===== config.mk =====
export PLATFORM = sky130hd
export DESIGN_NAME = tpw_timer
export DESIGN_NICKNAME = d
export VERILOG_FILES = /design/src/tpw_pkg.sv /design/src/tpw_timer.sv
export SDC_FILE = /design/constraint.sdc
export NUM_CORES = 1
export LEC_CHECK = 0
export ABC_AREA = 1
export BUFFER_PORTS_ARGS = -buffer_cell sky130_fd_sc_hd__buf_2
export CAP_MARGIN = 20
export CORE_MARGIN = 2
export CORE_UTILIZATION = 60
export DETAILED_ROUTE_END_ITERATION = 8
export MAX_ROUTING_LAYER = met4
export PLACE_DENSITY = 0.81
export SETUP_SLACK_MARGIN = 0.5
export SYNTH_ARGS = -nofsm -noshare
export SYNTH_HDL_FRONTEND = slang
export SYNTH_SLANG_ARGS = --single-unit

===== constraint.sdc =====
create_clock -name mclk -period 3.1 [get_ports mclk]
set_input_delay 0.155 -clock mclk [delete_from_list [all_inputs] [get_ports mclk]]
set_output_delay 0.155 -clock mclk [all_outputs]
set_load 0.05 [all_outputs]

===== src/tpw_pkg.sv =====
// Purpose: Shared constants and carrier types for the pulse/PWM timer
// Assumes: One 100 MHz clock, synchronous active-low reset
// Notes:   Mode codes follow the three-bit mode select field
package tpw_pkg;
  localparam int unsigned CNT_W       = 16;
  localparam logic [2:0]  MODE_TRIG   = 3'h2;
  localparam logic [2:0]  MODE_ONESHOT = 3'h3;
  localparam logic [2:0]  MODE_PWM    = 3'h4;
  localparam logic [2:0]  MODE_FREE   = 3'h5;
  localparam logic [15:0] CNT_IDLE    = 16'hffff;
  localparam logic [15:0] CNT_ZERO    = 16'h0000;
  localparam logic [15:0] CMP_RST     = 16'h0000;
  localparam real         CLK_NS      = 10.0;
  localparam real         SYNC_NS     = 20.0;
  localparam int unsigned SYNC_CYC    = int'(SYNC_NS / CLK_NS);

  // Software control of the timer
  typedef struct packed {
    logic       count_enable_bit;
    logic [2:0] mode_select_field;
    logic       soft_trigger_bit;
    logic       event_clock_select;
    logic       slot0_capture_select;
    logic       slot1_capture_select;
  } tpw_ctrl_t;

  // Register write strobes with data
  typedef struct packed {
    logic        cycle_wr;
    logic        duty_wr;
    logic [15:0] wdata;
  } tpw_wr_t;

  // Compare match events
  typedef struct packed {
    logic cycle_match;
    logic duty_match;
  } tpw_irq_t;
endpackage


===== src/tpw_timer.sv =====
// Purpose: 16-bit up counter with triggered pulse, one-shot, PWM and
//          free-running mode select, two compare slots and two outputs
// Assumes: Count clock equals mclk; trigger pin is synchronous
// Notes:   Capture paths of free-running mode are not implemented
`timescale 1ns/1ps
`default_nettype none
module tpw_timer
  import tpw_pkg::*;
(
  input  wire logic                mclk,
  input  wire logic                rst_b,
  input  wire tpw_pkg::tpw_ctrl_t  ctrl,
  input  wire tpw_pkg::tpw_wr_t    wr,
  input  wire logic                trigger_input_pin,
  output logic                     pulse_output,
  output logic                     toggle_output,
  output tpw_pkg::tpw_irq_t        match_irq,
  output logic [15:0]              count_value,
  output logic                     running
);
  import tpw_pkg::*;

  typedef enum logic [1:0] {ST_IDLE, ST_WAIT, ST_RUN, ST_DONE} tpw_state_t;

  tpw_state_t  state_q, state_d;
  logic [15:0] cnt_q, cnt_d;
  logic [15:0] cyc_reg_q, duty_reg_q;
  logic [15:0] cyc_buf_q, duty_buf_q;
  logic        cyc_wr_seen_q, reload_arm_q;
  logic        trig_q, pulse_q, tog_q;
  tpw_irq_t    irq_q;

  // Mode decode
  wire logic mode_trig = ctrl.mode_select_field == MODE_TRIG;
  wire logic mode_one  = ctrl.mode_select_field == MODE_ONESHOT;
  wire logic mode_pwm  = ctrl.mode_select_field == MODE_PWM;
  wire logic mode_free = ctrl.mode_select_field == MODE_FREE;
  wire logic reload_md = mode_trig | mode_pwm;
  wire logic en        = ctrl.count_enable_bit;
  // Compare selection: capture select only honoured in free-running
  wire logic cmp0_on = ~(mode_free & ctrl.slot0_capture_select);
  wire logic cmp1_on = ~(mode_free & ctrl.slot1_capture_select);

  // Trigger edge from pin or software bit
  wire logic pin_edge  = trigger_input_pin & ~trig_q;
  wire logic trig_ev   = pin_edge | ctrl.soft_trigger_bit;
  wire logic counting  = state_q == ST_RUN;
  wire logic cyc_hit   = counting & (cnt_q == cyc_buf_q);
  wire logic duty_hit  = counting & (cnt_q == duty_buf_q);
  wire logic do_reload = reload_md & cyc_hit & reload_arm_q;

  // Sequencing of counter state
  always_comb begin
    state_d = state_q;
    cnt_d   = cnt_q;
    if (!en) begin
      state_d = ST_IDLE;
      cnt_d   = CNT_ZERO;
    end else begin
      case (state_q)
        ST_IDLE: begin
          if (mode_trig || mode_one) begin
            state_d = ST_WAIT;
            cnt_d   = CNT_IDLE;
          end else begin
            state_d = ST_RUN;
            cnt_d   = CNT_ZERO;
          end
        end
        ST_WAIT: begin
          if (trig_ev) begin
            state_d = ST_RUN;
            cnt_d   = CNT_ZERO;
          end
        end
        ST_RUN: begin
          if (mode_trig && trig_ev) begin
            cnt_d = CNT_ZERO;
          end else if (mode_one && cyc_hit) begin
            cnt_d   = CNT_ZERO;
            state_d = ST_DONE;
          end else if ((mode_pwm || mode_trig) && cyc_hit) begin
            cnt_d = CNT_ZERO;
          end else begin
            cnt_d = cnt_q + 16'h0001;
          end
        end
        ST_DONE: begin
          if (mode_one && trig_ev) begin
            state_d = ST_RUN;
            cnt_d   = CNT_ZERO;
          end
        end
        default: begin
          state_d = ST_IDLE;
          cnt_d   = CNT_ZERO;
        end
      endcase
    end
  end

  // Counter and state registers
  always_ff @(posedge mclk) begin
    if (!rst_b) begin
      state_q <= ST_IDLE;
      cnt_q   <= CNT_ZERO;
      trig_q  <= 1'b0;
    end else begin
      state_q <= state_d;
      cnt_q   <= cnt_d;
      trig_q  <= trigger_input_pin;
    end
  end

  // Register writes and reload arming
  always_ff @(posedge mclk) begin
    if (!rst_b) begin
      cyc_reg_q     <= CMP_RST;
      duty_reg_q    <= CMP_RST;
      cyc_wr_seen_q <= 1'b0;
      reload_arm_q  <= 1'b0;
    end else begin
      if (wr.cycle_wr) cyc_reg_q <= wr.wdata;
      if (wr.duty_wr) duty_reg_q <= wr.wdata;
      if (do_reload) begin
        cyc_wr_seen_q <= wr.cycle_wr;
        reload_arm_q  <= 1'b0;
      end else begin
        if (wr.cycle_wr) cyc_wr_seen_q <= 1'b1;
        if (wr.duty_wr) reload_arm_q <= cyc_wr_seen_q | wr.cycle_wr;
      end
    end
  end

  // Compare buffers: reload in triggered/PWM while enabled, anytime write otherwise
  always_ff @(posedge mclk) begin
    if (!rst_b) begin
      cyc_buf_q  <= CMP_RST;
      duty_buf_q <= CMP_RST;
    end else if (reload_md && en) begin
      if (do_reload) begin
        cyc_buf_q  <= cyc_reg_q;
        duty_buf_q <= duty_reg_q;
      end
    end else begin
      if (wr.cycle_wr) cyc_buf_q <= wr.wdata;
      if (wr.duty_wr) duty_buf_q <= wr.wdata;
    end
  end

  // Pulse and toggle outputs
  always_ff @(posedge mclk) begin
    if (!rst_b) begin
      pulse_q <= 1'b0;
      tog_q   <= 1'b0;
      irq_q   <= '0;
    end else begin
      irq_q.cycle_match <= cyc_hit & cmp0_on;
      irq_q.duty_match  <= duty_hit & cmp1_on;
      if (!en || state_q != ST_RUN) begin
        if (!en) pulse_q <= 1'b0;
      end else if (cyc_hit) begin
        tog_q <= cmp0_on ? ~tog_q : tog_q;
        if (mode_one) pulse_q <= 1'b0;
        // Wrap leaves the rise to the zero count: high for duty clocks
        else if (reload_md) pulse_q <= pulse_q & ~duty_hit;
      end else if (duty_hit && cmp1_on) begin
        if (mode_one) pulse_q <= 1'b1;
        else if (reload_md) pulse_q <= 1'b0;
        else pulse_q <= ~pulse_q;
      end else if (reload_md && cnt_q == CNT_ZERO) begin
        pulse_q <= duty_buf_q != CNT_ZERO;
      end
    end
  end

  assign pulse_output  = pulse_q;
  assign toggle_output = tog_q;
  assign match_irq     = irq_q;
  assign count_value   = cnt_q;
  assign running       = counting;

  // Start-up: in triggered and one-shot modes enable parks the counter, a trigger releases it
  a_wait_hold_ones: assert property (
    @(posedge mclk) disable iff (!rst_b)
    (state_q == ST_WAIT && en && !trig_ev) |=> cnt_q == CNT_IDLE)
    else $error("Counter left all ones while waiting");
  a_idle_park: assert property (
    @(posedge mclk) disable iff (!rst_b)
    (state_q == ST_IDLE && en && (mode_trig || mode_one))
      |=> state_q == ST_WAIT && cnt_q == CNT_IDLE)
    else $error("Counter not parked at all ones");
  a_pin_start: assert property (
    @(posedge mclk) disable iff (!rst_b)
    (state_q == ST_WAIT && en && pin_edge)
      |=> counting && cnt_q == CNT_ZERO)
    else $error("Pin edge did not start the counter");
  a_soft_start: assert property (
    @(posedge mclk) disable iff (!rst_b)
    (state_q == ST_WAIT && en && ctrl.soft_trigger_bit)
      |=> counting && cnt_q == CNT_ZERO)
    else $error("Soft trigger did not start the counter");

  // Counter sequencing while running
  a_retrig_clear: assert property (
    @(posedge mclk) disable iff (!rst_b)
    (counting && mode_trig && trig_ev && en) |=> cnt_q == CNT_ZERO)
    else $error("Retrigger did not clear counter");
  a_oneshot_stop: assert property (
    @(posedge mclk) disable iff (!rst_b)
    (counting && mode_one && cyc_hit && en) |=> state_q == ST_DONE
      && cnt_q == CNT_ZERO ##1 !pulse_output)
    else $error("One-shot did not stop at zero");
  a_done_park: assert property (
    @(posedge mclk) disable iff (!rst_b)
    (state_q == ST_DONE && en && !trig_ev)
      |=> state_q == ST_DONE && cnt_q == CNT_ZERO)
    else $error("Stopped one-shot moved without a trigger");
  a_oneshot_ignore: assert property (
    @(posedge mclk) disable iff (!rst_b)
    (counting && mode_one && trig_ev && !cyc_hit && en)
      |=> cnt_q == $past(cnt_q) + 16'h0001)
    else $error("One-shot retriggered while running");
  a_duty_noclear: assert property (
    @(posedge mclk) disable iff (!rst_b)
    (counting && duty_hit && !cyc_hit && !trig_ev && en)
      |=> cnt_q != CNT_ZERO || $past(cnt_q) == CNT_IDLE)
    else $error("Duty match cleared counter");
  a_pwm_wrap: assert property (
    @(posedge mclk) disable iff (!rst_b)
    (counting && en && mode_pwm && cyc_hit) |=> cnt_q == CNT_ZERO)
    else $error("PWM counter did not wrap at cycle match");
  a_free_count: assert property (
    @(posedge mclk) disable iff (!rst_b)
    (counting && en && mode_free) |=> cnt_q == $past(cnt_q) + 16'h0001)
    else $error("Free-running counter did not advance");
  a_stop_disable: assert property (
    @(posedge mclk) disable iff (!rst_b)
    !en |=> !running && cnt_q == CNT_ZERO)
    else $error("Timer ran with enable clear");

  // Output waveforms
  a_toggle_match: assert property (
    @(posedge mclk) disable iff (!rst_b)
    (cyc_hit && cmp0_on && en) |=> toggle_output != $past(toggle_output))
    else $error("Toggle output missed cycle match");
  a_toggle_quiet: assert property (
    @(posedge mclk) disable iff (!rst_b)
    !(cyc_hit && cmp0_on && en) |=> $stable(toggle_output))
    else $error("Toggle output moved without a cycle match");
  a_pulse_fall: assert property (
    @(posedge mclk) disable iff (!rst_b)
    (counting && en && reload_md && duty_hit) |=> !pulse_output)
    else $error("Pulse stayed high past the duty match");
  a_pulse_rise: assert property (
    @(posedge mclk) disable iff (!rst_b)
    (counting && en && reload_md && cnt_q == CNT_ZERO && !cyc_hit
      && !duty_hit && duty_buf_q != CNT_ZERO) |=> pulse_output)
    else $error("Pulse did not rise at the period start");
  a_oneshot_rise: assert property (
    @(posedge mclk) disable iff (!rst_b)
    (counting && en && mode_one && duty_hit && !cyc_hit) |=> pulse_output)
    else $error("One-shot pulse did not rise at duty match");
  a_pulse_off: assert property (
    @(posedge mclk) disable iff (!rst_b)
    !en |=> !pulse_output)
    else $error("Pulse high with enable clear");

  // Compare buffers: batch reload or direct write
  a_reload_both: assert property (
    @(posedge mclk) disable iff (!rst_b)
    do_reload && en |=> cyc_buf_q == $past(cyc_reg_q)
      && duty_buf_q == $past(duty_reg_q))
    else $error("Reload did not move both values");
  a_reload_hold: assert property (
    @(posedge mclk) disable iff (!rst_b)
    (reload_md && en && !do_reload)
      |=> $stable(cyc_buf_q) && $stable(duty_buf_q))
    else $error("Buffer changed without an armed reload");
  a_direct_cycle: assert property (
    @(posedge mclk) disable iff (!rst_b)
    (!(reload_md && en) && wr.cycle_wr) |=> cyc_buf_q == $past(wr.wdata))
    else $error("Cycle write did not reach its buffer");
  a_direct_duty: assert property (
    @(posedge mclk) disable iff (!rst_b)
    (!(reload_md && en) && wr.duty_wr) |=> duty_buf_q == $past(wr.wdata))
    else $error("Duty write did not reach its buffer");

  // Compare or capture selection and match requests
  a_compare_fixed: assert property (
    @(posedge mclk) disable iff (!rst_b)
    !mode_free |-> cmp0_on && cmp1_on)
    else $error("Compare slot disabled outside free-running");
  a_capture_quiet0: assert property (
    @(posedge mclk) disable iff (!rst_b)
    (mode_free && ctrl.slot0_capture_select) |=> !match_irq.cycle_match)
    else $error("Capture slot zero raised a match");
  a_capture_quiet1: assert property (
    @(posedge mclk) disable iff (!rst_b)
    (mode_free && ctrl.slot1_capture_select) |=> !match_irq.duty_match)
    else $error("Capture slot one raised a match");
  a_irq_match: assert property (
    @(posedge mclk) disable iff (!rst_b)
    (duty_hit && cmp1_on) |=> match_irq.duty_match)
    else $error("Duty match request missing");
  a_irq_cycle: assert property (
    @(posedge mclk) disable iff (!rst_b)
    (cyc_hit && cmp0_on) |=> match_irq.cycle_match)
    else $error("Cycle match request missing");

  // Main scenarios reached
  c_pwm_period: cover property (@(posedge mclk) disable iff (!rst_b)
    mode_pwm && cyc_hit ##[1:40] cyc_hit);
  c_soft_start: cover property (@(posedge mclk) disable iff (!rst_b)
    state_q == ST_WAIT && ctrl.soft_trigger_bit);
  c_oneshot_done: cover property (@(posedge mclk) disable iff (!rst_b)
    mode_one && state_q == ST_DONE);
  c_retrigger: cover property (@(posedge mclk) disable iff (!rst_b)
    mode_trig && counting && trig_ev);
  c_reload: cover property (@(posedge mclk) disable iff (!rst_b)
    do_reload);
endmodule
`default_nettype wire


After elaboration in Yosys (flattened, before gate mapping):

Index checks and enable logic that the tools add are counted.

* add/sub/neg operators: 1
* equal/unequal tests: 17
* mux-type cells: 30
* bitwise operators: 21
* reductions and logical operators: 26

Operators by type and width (count)
* $mux 16: 12
* $pmux 16 s4: 1
* $eq 16x16->1: 2
* $add 16x1->16 const B: 1
* $logic_not 16->1: 1
* $reduce_bool 16->1: 1
* $ne 2x2->1 const B: 6
* $mux 1: 11
* $and 1x1->1: 10
* $mux 2: 5
* $not 1->1: 8
* $pmux 2 s4: 1
* $reduce_and 2->1: 4
* $logic_and 1x1->1: 7
* $eq 3x2->1 const B: 2
* $eq 3x3->1 const B: 2
* $reduce_and 3->1: 2
* $reduce_bool 2->1: 3
* $eq 2x2->1 const B: 2
* $ne 4x3->1 const B: 1
* $reduce_and 4->1: 1
* $reduce_bool 4->1: 1
* $logic_or 1x1->1: 3
* $or 1x1->1: 3
* other kinds (5): 5

* bits in registers: 89
* input bits: 29
* output and inout port bits: 21
* logic and storage cells: 108

Longest topological paths before layout:

* depth in word-level cells: 8
* gate-level depth with buffers: 14
* gate-level depth less buffers: 13

Worst setup path before layout:

Ideal clock, no wire load.

* kind: flip-flop to flip-flop
* start point: register cnt_q[5], in the netlist count_value[5]
* end point: register duty_buf_q[0]
* library setup time: 0.115 ns
* arrival time: 1.999 ns
* required time: 2.985 ns
* setup slack: 0.986 ns
* cell stages (with the launch flop): 14
* path buffers: 2
* clock period less this slack: 2.114 ns
* path through: dfxtp_1 clkbuf_2 inv_2 nand2_1 nand2_1 nor2_1 nand2_1 nor2_1 nand2_1 nor2_4 nand4_4 buf_6 a21oi_1 nor2_1

* cells in the longest elaborated chain, start to end: 6

RTL lines
* from (decl): line tpw_timer.sv:26 `logic [15:0] cnt_q, cnt_d;`
* from (signal assigned): line tpw_timer.sv:110 `cnt_q <= cnt_d;`
* $eq 16x16->1: line tpw_timer.sv:48 `wire logic cyc_hit = counting & (cnt_q == cyc_buf_q);`
* $and 1x1->1: line tpw_timer.sv:48
* $and 1x1->1 (2 in series): line tpw_timer.sv:50 `wire logic do_reload = reload_md & cyc_hit & reload_arm_q;`
* $ne 2x2->1 (no source line)
* $reduce_and 2->1 (no source line)
* to (signal assigned): line tpw_timer.sv:143 `duty_buf_q <= duty_reg_q;`
* to (signal assigned): line tpw_timer.sv:147 `if (wr.duty_wr) duty_buf_q <= wr.wdata;`
* to (decl): line tpw_timer.sv:28 `logic [15:0] cyc_buf_q, duty_buf_q;`

No other way between the ends.
A chain may end at the register's enable or synchronous reset.

Worst setup path after layout:

* start point: register cnt_q[5], in the netlist count_value[5]
* end point: register cyc_buf_q[6]

* cells in the longest elaborated chain, start to end: 6

RTL lines
* $eq 16x16->1: line tpw_timer.sv:48
* $and 1x1->1: line tpw_timer.sv:48
* $and 1x1->1 (2 in series): line tpw_timer.sv:50
* $ne 2x2->1 (no source line)
* $reduce_and 2->1 (no source line)
* to (signal assigned): line tpw_timer.sv:142 `cyc_buf_q <= cyc_reg_q;`
* to (signal assigned): line tpw_timer.sv:146 `if (wr.cycle_wr) cyc_buf_q <= wr.wdata;`
* to (decl): line tpw_timer.sv:28

No other way between the ends.

==> qor.csv <==
stage;metric;value;unit
status;status;finished, final reports clean;
worst_setup_path;FF-to-FF setup slack;0.80;ns
yosys;Syn Nets;805;
timing;post-route setup TNS;0;ns
power;Clk network pwr share;31.4;%
drt;Post-DRT Antenna Nets;0;
yosys;ranking of synthesized cells by instance count;nand2_1, nor2_1, dfxtp_1, inv_1, o21ai_0;
yosys;synthesized cell area;0.00501;sq mm
clocking;Skew-Pair Late Insertion Delay;0.37;ns
layout;fill count;733;
clocking;CTS sink count;89;
worst_setup_path;crit path capture type;register;
worst_setup_path;cell mode on critical path;nand2_1;
clocking;H-tree depth;3;
floorplan;starting density of the core;61.3;%
drt;routed vias;4960;
hold_path;hold_sp;wr[12];
floorplan;row count;33;
clocking;Worst-path clk slew;0.10;ns
power;sequential fraction of design power;50.3;%
worst_setup_path;RR Startpoint;count_value[5];
worst_setup_path;Max Fanout on Critical Path;42;
layout;layout cells sized above 1;12.4;%
placed_design;pre-CTS setup slack;0.750;ns
worst_setup_path;Worst Setup Start Kind;register;
worst_setup_path;worst-path cell chain;inv_2 > nand2_1 > nand2_1 > nor2_1 > nand2_1 > nor2_1 > nand2_1 > nor2_4 > nand4_4 > buf_12 > a21oi_1 > nor2_1;
timing;Final setup violation count;0;
global_routing;total gr overflow;0;
worst_setup_path;classification of the worst setup path;register to register;
timing;Final Skew;0.0128;ns
timing;worst-margin pin slew;0.823;ns
run;Max Cap Viol;0;
timing;Final Hold Viols;0;
floorplan;die span in x;95.4;um
layout;register area;0.00178;sq mm
power;internal power;0.00168;W
drt;DR iter-0 viols;419;
power;overall power;0.00251;W
placed_design;IO Port Bufs;48;
yosys;largest area contributor in the netlist;dfxtp_1;
floorplan;Ports;50;
global_routing;largest net degree at the start of global routing;67;
yosys;most common flop cell mapped by yosys;dfxtp_1;
power;PD cells;460;mW/mm^2
drt;WL final;13300;um
timing;final period utilization;74.3;%
clocking;TritonCTS clock tree;yes;
clocking;clk buf depth;2;
clocking;Root Driver;clkbuf_8;
power;switching share of total power;33.0;%
global_routing;initial antenna violation count;0;
layout;fin cells;917;
worst_setup_path;Reg2Reg Depth;12;
hold_path;HP Class;input pin to register;
worst_setup_path;critical path endpoint;cyc_buf_q[6];
drt;Remaining DRCs;0;
layout;P&R area growth vs syn;8.76;%
clocking;Num CTS Buffers;9;
yosys;async set or reset register ratio after synthesis;0;%
yosys;flops & latches, synth;89;
yosys;Avg Inst Size Synth;6.48;sq um
placed_design;placed insts;899;
drt;drt wl/cell;14.5;um
placed_design;dpl hpwl;9730;um
worst_setup_path;Worst path max stage delay;0.54;ns
worst_setup_path;CP arrival;2.56;ns
yosys;share of the synthesized area in the top cell type;35.5;%
worst_setup_path;CP Data Required Time;3.36;ns
yosys;Synth Instances;774;
power;Psw;0.000828;W
worst_setup_path;CP Depth;12;
worst_setup_path;slowest stage cell, crit path;dfxtp_1;
timing;post-route setup slack;0.796;ns
global_routing;GRT Util Overall;31.0;%
layout;Inserted Diodes;0;
clocking;setup bufs post-CTS;0;
yosys;Seq/Total Area, Yosys;35.5;%
power;VDD IR max;0.378;mV
yosys;Ys Warns;0;
layout;area of the multi-input gates;0.00266;sq mm
worst_setup_path;crit path from;count_value[5];
timing;RSZ-0062 raised after global routing;no;
worst_setup_path;RR Endpoint;cyc_buf_q[6];
worst_setup_path;Buf/Inv on CP;2;
timing;fin. max-slew vios;0;
global_routing;global-route wire length before repair;21100;um
layout;fin nets;838;
worst_setup_path;Top delay family on crit path;simple AND/OR/NAND/NOR gates;
timing;Max Freq;434;MHz
global_routing;number of global-route vias before repair;4230;
power;combinational power share;18.3;%
yosys;Synth area leaders;dfxtp_1, nand2_1, o21ai_0;
power;P_leak;2.57;nW
drt;vias per cell;5.41;
drt;Pre-antenna DRT Iters;5;
placed_design;gp weighted congestion;1.01;
floorplan;Vert. Die Dim;95.4;um
timing;Slew headroom;45.0;%
yosys;count leader, synth;nand2_1;
yosys;post-synth cell types;31;
floorplan;total core area;0.00818;sq mm
timing;Final Critical Period;2.30;ns
floorplan;Die ar.;0.00910;sq mm
yosys;Post-synth EDFFs;0;
-- worst register-to-register path, delay by kind of cell (launching register included) --
kind | cells | cell delay (ns)
and+or+nand+nor | 9 | 1.10
DFF | 1 | 0.54
buffers and inverters | 2 | 0.36
AOI/OAI and AO/OA | 1 | 0.18
-- logic make-up (layout without fill, tap and decap cells) --
kind of cell | after synthesis | count (layout) | synth area share (%)
flip-flops | 89 | 89 | 35.5
buffers and inverters | 133 | 170 | 11.6
AND/OR/NAND/NOR | 367 | 368 | 32.8
adder cells (fa/ha/maj) | 2 | 2 | 0.499
XOR/XNOR | 14 | 14 | 2.45
AO/OA/AOI/OAI | 169 | 169 | 17.1
-- worst min-delay path by stage --
| stage | cells after the start | end | slack [ns] |
|---|---|---|---|
| after global routing | 3 | cyc_reg_q[12] | 0.04 |
| after detailed placement | 3 | trig_q | 0.36 |
| after global placement | 3 | trig_q | 0.35 |
| final | 3 | cyc_reg_q[12] | 0.03 |
| after floorplan | 2 | trig_q | 0.25 |
| after CTS | 3 | cyc_reg_q[12] | 0.02 |
-- power groups by stage --
stage               Clock, W  Sequential, W  Combinational, W
finish              0.000787        0.00126          0.000459
global route        0.000836        0.00127          0.000523
CTS                 0.000797        0.00126          0.000455
detailed placement         0        0.00129          0.000452
global placement           0        0.00129          0.000444
floorplan                  0        0.00130          0.000319
-- sequential cells by signal, indices dropped and copies added (netlist names) --
| name | count |
|---|---|
| match_irq | 2 |
| cyc_reg_q | 16 |
| cyc_wr_seen_q | 1 |
| reload_arm_q | 1 |
| toggle_output | 1 |
| trig_q | 1 |
| count_value | 16 |
| pulse_output | 1 |
| duty_buf_q | 16 |
| state_q | 2 |
| duty_reg_q | 16 |
| cyc_buf_q | 16 |
-- repair_timing --
item | 4_1_cts | 5_1_grt
endpoints found under the hold margin | 1 | 0
resized for setup | 0 | 0
hold buffers | 1 | 0
setup endpoints to repair | 0 | 26
-- final cells by class --
type	instances	area share (%)
Timing Repair Buffer	59	6.20
Sequential cell	89	32.7
Inverter	95	6.54
Clock inverter	6	1.03
Tap cell	105	2.41
Clock buffer	10	2.34
Multi-Input combinational cell	553	48.8
-- metrics by stage --
| step | instance area (sq um) | hold slack (ns) | utilization, % |
|---|---|---|---|
| 5_1_grt | 5450 | 0.0414 | 66.7 |
| 6_report | 5450 | 0.0297 | 66.7 |
| 3_3_place_gp | 5250 | 0.348 | 64.2 |
| 4_1_cts | 5440 | 0.0168 | 66.5 |
| 3_5_place_dp | 5250 | 0.357 | 64.2 |
| 2_1_floorplan | 5010 | 0.248 | - |
-- cell usage in the layout (no fill, tap or decap), drive strengths merged --
cell type      n
nand3b         6
o211ai         1
inv          100
clkbuf        10
ha             2
dfxtp         89
buf           58
nand2        167
o21ai         89
nor3           6
or2            1
nand3         60
nor3b          2
nor2         107
a21oi         77
nand4         17
a31oi          1
dlygate4sd3    1
nor4           2
a211oi         1
xor2          14
clkinvlp       1
-- per-layer routing --
metal	vias to the layer above	wire length, um	part of all wire, %	global-route usage, %
met1	2218	6160	47	41.4
li1	2564	-	-	-
met5	-	0	0	-
met3	20	670	5.1	3.87
met4	0	238	1.8	9.64
met2	158	6180	47	49.3
Note: power is estimated with default switching activity, not from simulation.
